==> src/shared/pti_pkg.sv <==
// Constants shared by the paper-tape input channel: register map, field layout,
// reset values, busbar address classes and motion timing.
// Assumes a single 20 MHz system clock.
package pti_pkg;

   // Clock.
   localparam int CLK_PERIOD_NS = 50;

   // Busbar address classes and field widths.
   localparam int         CLASS_W      = 4;
   localparam logic [3:0] CLASS_TAPE   = 4'h3;
   localparam logic [3:0] CLASS_PARITY = 4'h6;
   localparam int         CHAR_W       = 5;
   localparam int         DATA_BITS    = 4;

   // Motion timing.
   localparam int SETTLE_NS    = 2000;
   localparam int SETTLE_CYC   = (SETTLE_NS + CLK_PERIOD_NS - 1) / CLK_PERIOD_NS;
   localparam int TIMEOUT_MS   = 50;
   localparam int TIMEOUT_DFLT = TIMEOUT_MS * 1000000 / CLK_PERIOD_NS;

   // Register map (byte addresses).
   localparam int          AXI_AW       = 4;
   localparam logic [3:0]  ADDR_CTRL    = 4'h0;
   localparam logic [3:0]  ADDR_STATUS  = 4'h4;
   localparam logic [3:0]  ADDR_IRQ_ST  = 4'h8;
   localparam logic [3:0]  ADDR_IRQ_MSK = 4'hC;

   // Control fields.
   localparam int         CTRL_RUN_BIT = 0;
   localparam int         CTRL_PAR_BIT = 1;
   localparam int         CTRL_W       = 2;
   localparam logic [1:0] CTRL_RST     = 2'h3;

   // Status fields.
   localparam int ST_BUSY_BIT = 0;
   localparam int ST_PERR_BIT = 1;
   localparam int ST_SEL_LSB  = 2;
   localparam int ST_CHAR_LSB = 8;

   // Interrupt events.
   localparam int         EV_CHAR    = 0;
   localparam int         EV_PERR    = 1;
   localparam int         EV_REFUSE  = 2;
   localparam int         EV_TIMEOUT = 3;
   localparam int         EV_W       = 4;
   localparam logic [3:0] MASK_RST   = 4'h0;

   // Bus responses.
   localparam logic [1:0] RESP_OKAY   = 2'h0;
   localparam logic [1:0] RESP_SLVERR = 2'h2;

   typedef enum logic [1:0] {SEL_NONE, SEL_TAPE, SEL_PARITY} pti_sel_e;

endpackage

==> src/core/pti_reader.sv <==
// Paper-tape input channel: busbar selection, character gate-out with optional
// odd-parity check, tape advance sequencer and an AXI4-Lite register slave.
// Assumes select, deselect and gate-out strobes come from logic on clk_i, and
// hole and sprocket sense come from the mechanism as asynchronous pins.
`timescale 1ns/1ps

module pti_reader
   import pti_pkg::*;
#(
   parameter int IN_W        = 18,
   parameter int OUT_W       = 18,
   parameter bit HAS_PARITY  = 1'b1,
   parameter int TIMEOUT_CYC = pti_pkg::TIMEOUT_DFLT
) (
   // Clock and reset
   input  wire logic                      clk_i,
   input  wire logic                      reset_n_i,
   // Controller busbars and strobes
   input  wire logic [IN_W-1:0]           in_bus_i,
   input  wire logic                      input_device_select_i,
   input  wire logic                      input_device_deselect_i,
   input  wire logic                      gate_out_input_register_i,
   output logic      [OUT_W-1:0]          out_bus_o,
   output logic                           out_strobe_o,
   output logic                           busy_o,
   // Reading mechanism
   input  wire logic [pti_pkg::CHAR_W-1:0] hole_sense_i,
   input  wire logic                      sprocket_i,
   output logic                           clutch_o,
   output logic                           brake_o,
   // AXI4-Lite slave
   input  wire logic [pti_pkg::AXI_AW-1:0] s_axi_awaddr,
   input  wire logic                      s_axi_awvalid,
   output logic                           s_axi_awready,
   input  wire logic [31:0]               s_axi_wdata,
   input  wire logic [3:0]                s_axi_wstrb,
   input  wire logic                      s_axi_wvalid,
   output logic                           s_axi_wready,
   output logic [1:0]                     s_axi_bresp,
   output logic                           s_axi_bvalid,
   input  wire logic                      s_axi_bready,
   input  wire logic [pti_pkg::AXI_AW-1:0] s_axi_araddr,
   input  wire logic                      s_axi_arvalid,
   output logic                           s_axi_arready,
   output logic [31:0]                    s_axi_rdata,
   output logic [1:0]                     s_axi_rresp,
   output logic                           s_axi_rvalid,
   input  wire logic                      s_axi_rready,
   // Interrupt
   output logic                           irq_o
);

   import pti_pkg::*;

   localparam int CNT_W = $clog2(TIMEOUT_CYC + 1);

   typedef enum logic [1:0] {M_IDLE, M_LEAVE, M_ARRIVE, M_SETTLE} pti_motion_e;

   logic [CHAR_W-1:0] holes_s;
   logic              sprocket_s;

   pti_sync #(.W(CHAR_W + 1)) u_sync (
      .clk_i     (clk_i),
      .reset_n_i (reset_n_i),
      .async_i   ({sprocket_i, hole_sense_i}),
      .sync_o    ({sprocket_s, holes_s})
   );

   // Busbar side state.
   pti_sel_e          sel_q, sel_d;
   logic              perr_q, perr_d;
   logic [OUT_W-1:0]  out_d;
   logic              strobe_d;
   logic [CHAR_W-1:0] last_q, last_d;
   // Motion state.
   pti_motion_e       mst_q, mst_d;
   logic [CNT_W-1:0]  cnt_q, cnt_d;
   // Separate count of settle cycles, so the settle check does not lean on cnt_q.
   logic [7:0]        settle_run_q, settle_run_d;
   // Register state.
   logic [CTRL_W-1:0] ctrl_q, ctrl_d;
   logic [EV_W-1:0]   ist_q, ist_d;
   logic [EV_W-1:0]   msk_q, msk_d;
   logic              awv_q, awv_d, wv_q, wv_d;
   logic [AXI_AW-1:0] awa_q, awa_d;
   logic [31:0]       wd_q, wd_d;
   logic              wb0_q, wb0_d;
   logic              bv_d, rv_d;
   logic [1:0]        br_d, rr_d;
   logic [31:0]       rd_d;

   logic [CLASS_W-1:0] cls;
   logic               par_on;
   logic               gate_ok;
   logic               gate_refused;
   logic               char_even;
   logic               timeout_hit;
   logic [EV_W-1:0]    events;

   assign cls          = in_bus_i[CLASS_W-1:0];
   assign par_on       = HAS_PARITY && ctrl_q[CTRL_PAR_BIT];
   assign char_even    = ~^holes_s;
   // A gate-out while the tape moves would catch a half-punched row, so it is refused.
   assign gate_ok      = gate_out_input_register_i && (sel_q == SEL_TAPE)
                         && (mst_q == M_IDLE) && ctrl_q[CTRL_RUN_BIT];
   assign gate_refused = gate_out_input_register_i && (sel_q == SEL_TAPE) && !gate_ok;
   assign timeout_hit  = ((mst_q == M_LEAVE) || (mst_q == M_ARRIVE))
                         && (cnt_q == CNT_W'(TIMEOUT_CYC - 1));

   always_comb begin
      sel_d    = sel_q;
      perr_d   = perr_q;
      out_d    = out_bus_o;
      strobe_d = 1'b0;
      last_d   = last_q;
      if (input_device_deselect_i) begin
         sel_d = SEL_NONE;
      end else if (input_device_select_i) begin
         if (cls == CLASS_TAPE) begin
            sel_d = SEL_TAPE;
         end else if (HAS_PARITY && cls == CLASS_PARITY) begin
            sel_d = SEL_PARITY;
         end else begin
            sel_d = SEL_NONE;
         end
      end
      if (gate_ok) begin
         strobe_d = 1'b1;
         last_d   = holes_s;
         out_d    = '0;
         if (par_on) begin
            out_d[DATA_BITS-1:0] = holes_s[DATA_BITS-1:0];
            if (char_even) begin
               perr_d = 1'b1;
            end
         end else begin
            out_d[CHAR_W-1:0] = holes_s;
         end
      end else if (gate_out_input_register_i && sel_q == SEL_PARITY) begin
         strobe_d         = 1'b1;
         out_d            = '0;
         out_d[OUT_W-1]   = perr_q;
      end
   end

   always_ff @(posedge clk_i or negedge reset_n_i) begin
      if (!reset_n_i) begin
         sel_q        <= SEL_NONE;
         perr_q       <= 1'b0;
         out_bus_o    <= '0;
         out_strobe_o <= 1'b0;
         last_q       <= '0;
      end else begin
         sel_q        <= sel_d;
         perr_q       <= perr_d;
         out_bus_o    <= out_d;
         out_strobe_o <= strobe_d;
         last_q       <= last_d;
      end
   end

   // Advance: clutch until the sprocket hole leaves and the next one arrives,
   // then brake and let the row settle under the read head.
   always_comb begin
      mst_d = mst_q;
      cnt_d = cnt_q + CNT_W'(1);
      settle_run_d = (mst_q == M_SETTLE) ? settle_run_q + 8'h01 : 8'h00;
      case (mst_q)
         M_IDLE: begin
            cnt_d = '0;
            if (gate_ok) begin
               mst_d = M_LEAVE;
            end
         end
         M_LEAVE: begin
            if (timeout_hit) begin
               mst_d = M_IDLE;
            end else if (!sprocket_s) begin
               mst_d = M_ARRIVE;
               cnt_d = '0;
            end
         end
         M_ARRIVE: begin
            if (timeout_hit) begin
               mst_d = M_IDLE;
            end else if (sprocket_s) begin
               mst_d = M_SETTLE;
               cnt_d = '0;
            end
         end
         M_SETTLE: begin
            if (cnt_q == CNT_W'(SETTLE_CYC - 1)) begin
               mst_d = M_IDLE;
            end
         end
         default: begin
            mst_d = M_IDLE;
         end
      endcase
   end

   always_ff @(posedge clk_i or negedge reset_n_i) begin
      if (!reset_n_i) begin
         mst_q        <= M_IDLE;
         cnt_q        <= '0;
         settle_run_q <= '0;
      end else begin
         mst_q        <= mst_d;
         cnt_q        <= cnt_d;
         settle_run_q <= settle_run_d;
      end
   end

   assign busy_o   = (mst_q != M_IDLE);
   assign clutch_o = (mst_q == M_LEAVE) || (mst_q == M_ARRIVE);
   assign brake_o  = !clutch_o;

   assign events = {timeout_hit, gate_refused, gate_ok && par_on && char_even, gate_ok};
   assign irq_o  = |(ist_q & msk_q);

   // Register slave: address and data are held separately and the write is
   // done once both are in, which costs a cycle but keeps the decode simple.
   assign s_axi_awready = !awv_q && !s_axi_bvalid;
   assign s_axi_wready  = !wv_q && !s_axi_bvalid;
   assign s_axi_arready = !s_axi_rvalid;

   always_comb begin
      awv_d  = awv_q;
      awa_d  = awa_q;
      wv_d   = wv_q;
      wd_d   = wd_q;
      wb0_d  = wb0_q;
      bv_d   = s_axi_bvalid && !s_axi_bready;
      br_d   = s_axi_bresp;
      rv_d   = s_axi_rvalid && !s_axi_rready;
      rr_d   = s_axi_rresp;
      rd_d   = s_axi_rdata;
      ctrl_d = ctrl_q;
      msk_d  = msk_q;
      ist_d  = ist_q;
      if (s_axi_awvalid && s_axi_awready) begin
         awv_d = 1'b1;
         awa_d = s_axi_awaddr;
      end
      if (s_axi_wvalid && s_axi_wready) begin
         wv_d  = 1'b1;
         wd_d  = s_axi_wdata;
         wb0_d = s_axi_wstrb[0];
      end
      if (awv_q && wv_q) begin
         awv_d = 1'b0;
         wv_d  = 1'b0;
         bv_d  = 1'b1;
         br_d  = RESP_OKAY;
         case (awa_q)
            ADDR_CTRL: begin
               if (wb0_q) begin
                  ctrl_d = wd_q[CTRL_W-1:0];
               end
            end
            ADDR_STATUS: begin
            end
            ADDR_IRQ_ST: begin
               if (wb0_q) begin
                  ist_d = ist_q & ~wd_q[EV_W-1:0];
               end
            end
            ADDR_IRQ_MSK: begin
               if (wb0_q) begin
                  msk_d = wd_q[EV_W-1:0];
               end
            end
            default: begin
               br_d = RESP_SLVERR;
            end
         endcase
      end
      // Events are merged last so a set in the clearing cycle is kept.
      ist_d = ist_d | events;
      if (s_axi_arvalid && s_axi_arready) begin
         rv_d = 1'b1;
         rr_d = RESP_OKAY;
         rd_d = '0;
         case (s_axi_araddr)
            ADDR_CTRL:    rd_d[CTRL_W-1:0] = ctrl_q;
            ADDR_STATUS: begin
               rd_d[ST_BUSY_BIT]                  = busy_o;
               rd_d[ST_PERR_BIT]                  = perr_q;
               rd_d[ST_SEL_LSB +: 2]              = sel_q;
               rd_d[ST_CHAR_LSB +: CHAR_W]        = last_q;
            end
            ADDR_IRQ_ST:  rd_d[EV_W-1:0] = ist_q;
            ADDR_IRQ_MSK: rd_d[EV_W-1:0] = msk_q;
            default:      rr_d = RESP_SLVERR;
         endcase
      end
   end

   always_ff @(posedge clk_i or negedge reset_n_i) begin
      if (!reset_n_i) begin
         awv_q        <= 1'b0;
         awa_q        <= '0;
         wv_q         <= 1'b0;
         wd_q         <= '0;
         wb0_q        <= 1'b0;
         s_axi_bvalid <= 1'b0;
         s_axi_bresp  <= RESP_OKAY;
         s_axi_rvalid <= 1'b0;
         s_axi_rresp  <= RESP_OKAY;
         s_axi_rdata  <= '0;
         ctrl_q       <= CTRL_RST;
         msk_q        <= MASK_RST;
         ist_q        <= '0;
      end else begin
         awv_q        <= awv_d;
         awa_q        <= awa_d;
         wv_q         <= wv_d;
         wd_q         <= wd_d;
         wb0_q        <= wb0_d;
         s_axi_bvalid <= bv_d;
         s_axi_bresp  <= br_d;
         s_axi_rvalid <= rv_d;
         s_axi_rresp  <= rr_d;
         s_axi_rdata  <= rd_d;
         ctrl_q       <= ctrl_d;
         msk_q        <= msk_d;
         ist_q        <= ist_d;
      end
   end
endmodule

==> src/core/pti_sync.sv <==
// Three-stage input synchroniser with agreement filter.
// Assumes the inputs are asynchronous pins; the output follows a change only
// once the second and third stages agree.
`timescale 1ns/1ps
module pti_sync #(
   parameter int W = 1
) (
   // Clock and reset
   input  wire logic         clk_i,
   input  wire logic         reset_n_i,
   // Pins and clean result
   input  wire logic [W-1:0] async_i,
   output logic      [W-1:0] sync_o
);

   logic [W-1:0] f1_q;
   logic [W-1:0] f2_q;
   logic [W-1:0] f3_q;
   logic [W-1:0] out_d;

   always_comb begin
      out_d = sync_o;
      for (int i = 0; i < W; i++) begin
         if (f2_q[i] == f3_q[i]) begin
            out_d[i] = f3_q[i];
         end
      end
   end

   always_ff @(posedge clk_i or negedge reset_n_i) begin
      if (!reset_n_i) begin
         f1_q   <= '0;
         f2_q   <= '0;
         f3_q   <= '0;
         sync_o <= '0;
      end else begin
         f1_q   <= async_i;
         f2_q   <= f1_q;
         f3_q   <= f2_q;
         sync_o <= out_d;
      end
   end

endmodule

==> config.mk <==
export PLATFORM = sky130hd
export DESIGN_NAME = pti_reader
export DESIGN_NICKNAME = d
export VERILOG_FILES = /design/src/shared/pti_pkg.sv /design/src/core/pti_reader.sv /design/src/core/pti_sync.sv
export SDC_FILE = /design/constraint.sdc
export NUM_CORES = 1
export LEC_CHECK = 0
export BUFFER_PORTS_ARGS = -buffer_cell sky130_fd_sc_hd__buf_2
export CAP_MARGIN = 20
export CORE_MARGIN = 5
export CORE_UTILIZATION = 40
export DETAILED_ROUTE_END_ITERATION = 16
export GPL_ROUTABILITY_DRIVEN = 0
export PLACE_DENSITY = 0.64
export SYNTH_ARGS = -nofsm -noshare
export SYNTH_HDL_FRONTEND = slang
export SYNTH_SLANG_ARGS = --single-unit
==> constraint.sdc <==
create_clock -name clk_i -period 2.4 [get_ports clk_i]
set_clock_uncertainty 0.05 [all_clocks]
set_input_delay 0.12 -clock clk_i [delete_from_list [all_inputs] [get_ports clk_i]]
set_output_delay 0.12 -clock clk_i [all_outputs]
set_load 0.005 [all_outputs]
==> qor.csv <==
metric;value;unit
drt_first_pass_iters;4;
ys_ff_latch;95;
die-area;0.0127;mm2
peakVddDrop;327;uV
core_area;0.0103;mm2
drc_errors;0;
cts.clk_slew.worst_paths;0.09;ns
drt-wirelength-per-cell;13.6;um
synth-edff-count;0;
p_leak;2.43;nW
power.density;813;mW/mm2
rsz0062_at_grt;no;
clock_sinks;95;
cts_resized;0;
initial_core_util;0.410;
area_delta_synth_final;18.3;%
fin_cells;588;
setup_tns;0;ns
max_slew_margin;0.594;
crit_chain;or4_4, nor4_4, nand2_2, o21a_1, buf_4, nor2_1;
hold_class;input port to flop;
clockBufferDepth;2;
grt_usage;0.133;
cp.required;2.64;ns
antenna_cells;0;
placed_cells;551;
port_buffers;59;
cts_root_buf;clkbuf_8;
wl;8000;um
synth.distinct_cells;45;
maxCapViolCount;0;
p_switching;1.17;mW
final_cell_mix;dfrtp_1, buf_2, conb_1;
die_width;113;um
p_sw_frac;0.287;
seqCellArea;0.00238;mm2
io_pins;142;
cts_buffers;9;
ys_seq_area_frac;0.562;
fillers;935;
overflow;0;
die_height;113;um
grt_pass1_vias;2864;
crit_fanout;20;
synth_area_per_cell;11.8;um2
fmax;0.468;GHz
multi_input_area;0.00162;mm2
path_buf_inv;1;
syn_area;0.00424;mm2
cts_max_level;3;
async_reset_ff_frac;1.00;
period_minus_slack;2.14;ns
endpoint_kind;flop;
fin_nets;531;
crit_arrival;2.38;ns
grt_max_degree;50;
maxSlewViolCount;0;
hpwl;5790;um
pwr-share-seq;0.495;
holdWs;0.0259;ns
cpMaxStageDelayCell;or4_4;
viasPerCell;4.63;
drive_gt1_frac;0.257;
antenna_found_initial;0;
placementRows;37;
status;complete, no violations;
timing_worst_slew_pin_value;0.609;ns
final_hold_viol_count;0;
fin_util;0.485;
dr_total_vias;2725;
detail-route-antenna-nets;0;
synth_warnings;0;
slowest_delay;0.57;ns
p_int;2.90;mW
setup_violations;0;
grt_pass1_wl;13500;um
crit_path_start_kind;flop;
path_class;flop to flop;
crit_family;simple AND/OR/NAND/NOR gates;
synthCells;358;
cts_tree;yes;
clkPwrFrac;0.294;
insertion_delay;0.37;ns
synthFlopType;dfrtp_1;
drtIter0Drc;110;
layout.cells.most_common;dfrtp_1;
comb_power_share;0.211;
post-route-period-util;0.891;
## layout make-up
cell class / instances / share of cell area
Sequential cell: 95 / 0.475
Clock buffer: 11 / 0.0282
Inverter: 12 / 0.00899
Tap cell: 136 / 0.0340
Multi-Input combinational cell: 242 / 0.324
Timing Repair Buffer: 87 / 0.112
Clock inverter: 5 / 0.0177
## flip-flops by register name (all words and copies together) (netlist names), 2 cells and up
signal,count
cnt_q,20
s_axi_rdata,9
out_bus_o,6
u_sync.f1_q,6
u_sync.f2_q,6
u_sync.f3_q,6
u_sync.sync_o,6
last_q,5
awa_q,4
ist_q,4
msk_q,4
wd_q,4
ctrl_q,2
mst_q,2
sel_q,2
## power by group through the flow
| stage | Combinational (mW) | Sequential (mW) | Clock, mW |
|---|---|---|---|
| floorplan | 0.650 | 2.00 | 0 |
| global placement | 0.827 | 2.04 | 0 |
| detailed placement | 0.852 | 2.05 | 0 |
| CTS | 0.883 | 2.02 | 1.24 |
| global route | 0.980 | 2.06 | 1.30 |
| finish | 0.860 | 2.02 | 1.20 |
## tightest hold or removal path, stage by stage
cell and delay, ns:
buf_2 0.09, or3_1 0.11, o21ai_0 0.08
## through the flow
step | total power, mW | area [um2] | setup slack, ns
finish | 4.07 | 5010 | 0.262
global route | 4.33 | 5010 | 0.168
CTS | 4.14 | 5010 | 0.249
detailed placement | 2.90 | 4570 | 0.254
global placement | 2.87 | 4570 | 0.310
floorplan | 2.65 | 4370 | 0.479
## kinds of logic (layout without fill, tap and decap cells)
logic type	after synthesis	in the layout	share of synthesized area
buffers and inverters	57	115	0.0869
AOI/OAI and AO/OA	37	37	0.0668
xor gates and xnor gates	22	22	0.0455
DFF	95	95	0.562
muxes	27	27	0.0765
and+or+nand+nor	107	107	0.130
adders and majority gates	12	12	0.0319
other	1	37	0.000885
## final timing paths
path	start	to	slack (ns)	cells after the start
min reg2reg	u_sync.f1_q[5]	u_sync.f2_q[5]	0.31	0
max reg2reg	cnt_q[11]	cnt_q[18]	0.26	6
max in group asynchronous	reset_n_i	ctrl_q[1]	1.32	3
min	s_axi_araddr[1]	s_axi_rdata[2]	0.03	3
max	cnt_q[11]	cnt_q[18]	0.26	6
min in group asynchronous	reset_n_i	s_axi_rdata[2]	0.25	2
## what timing repair did
action,in CTS,in global routing
buffers inserted,0,0
hold buffers,21,0
hold endpoints to repair,66,0
## cells in the mapped netlist (3+ instances only)
master / n / area (um2)
clkbuf_1: 6 / 22.5
mux2_2: 23 / 259
nand2_1: 25 / 93.8
buf_4: 37 / 278
nor3_1: 5 / 25.0
ha_1: 6 / 75.1
dfrtp_1: 93 / 2330
o21ai_0: 8 / 40.0
a21o_1: 3 / 22.5
a32o_1: 3 / 30.0
a22oi_1: 5 / 37.5
inv_1: 12 / 45.0
nor2b_1: 3 / 18.8
and2_1: 4 / 25.0
nand4_1: 5 / 31.3
a22o_1: 12 / 105
xor2_1: 9 / 78.8
nand3_1: 10 / 50.1
maj3_1: 6 / 60.1
nor2_1: 33 / 124
and3_1: 5 / 31.3
xnor2_1: 13 / 114
## metal layers
metal | share of wire | track usage | wire length, um | vias to the layer above
met3 | 0.056 | 0.0316 | 447 | 11
met1 | 0.43 | 0.162 | 3470 | 1316
li1 | - | - | - | 1328
met4 | 0.017 | 0.0577 | 140 | 0
met5 | 0 | 0 | 0 | -
met2 | 0.49 | 0.225 | 3950 | 70
No activity file was read; power rests on OpenSTA's default activity.
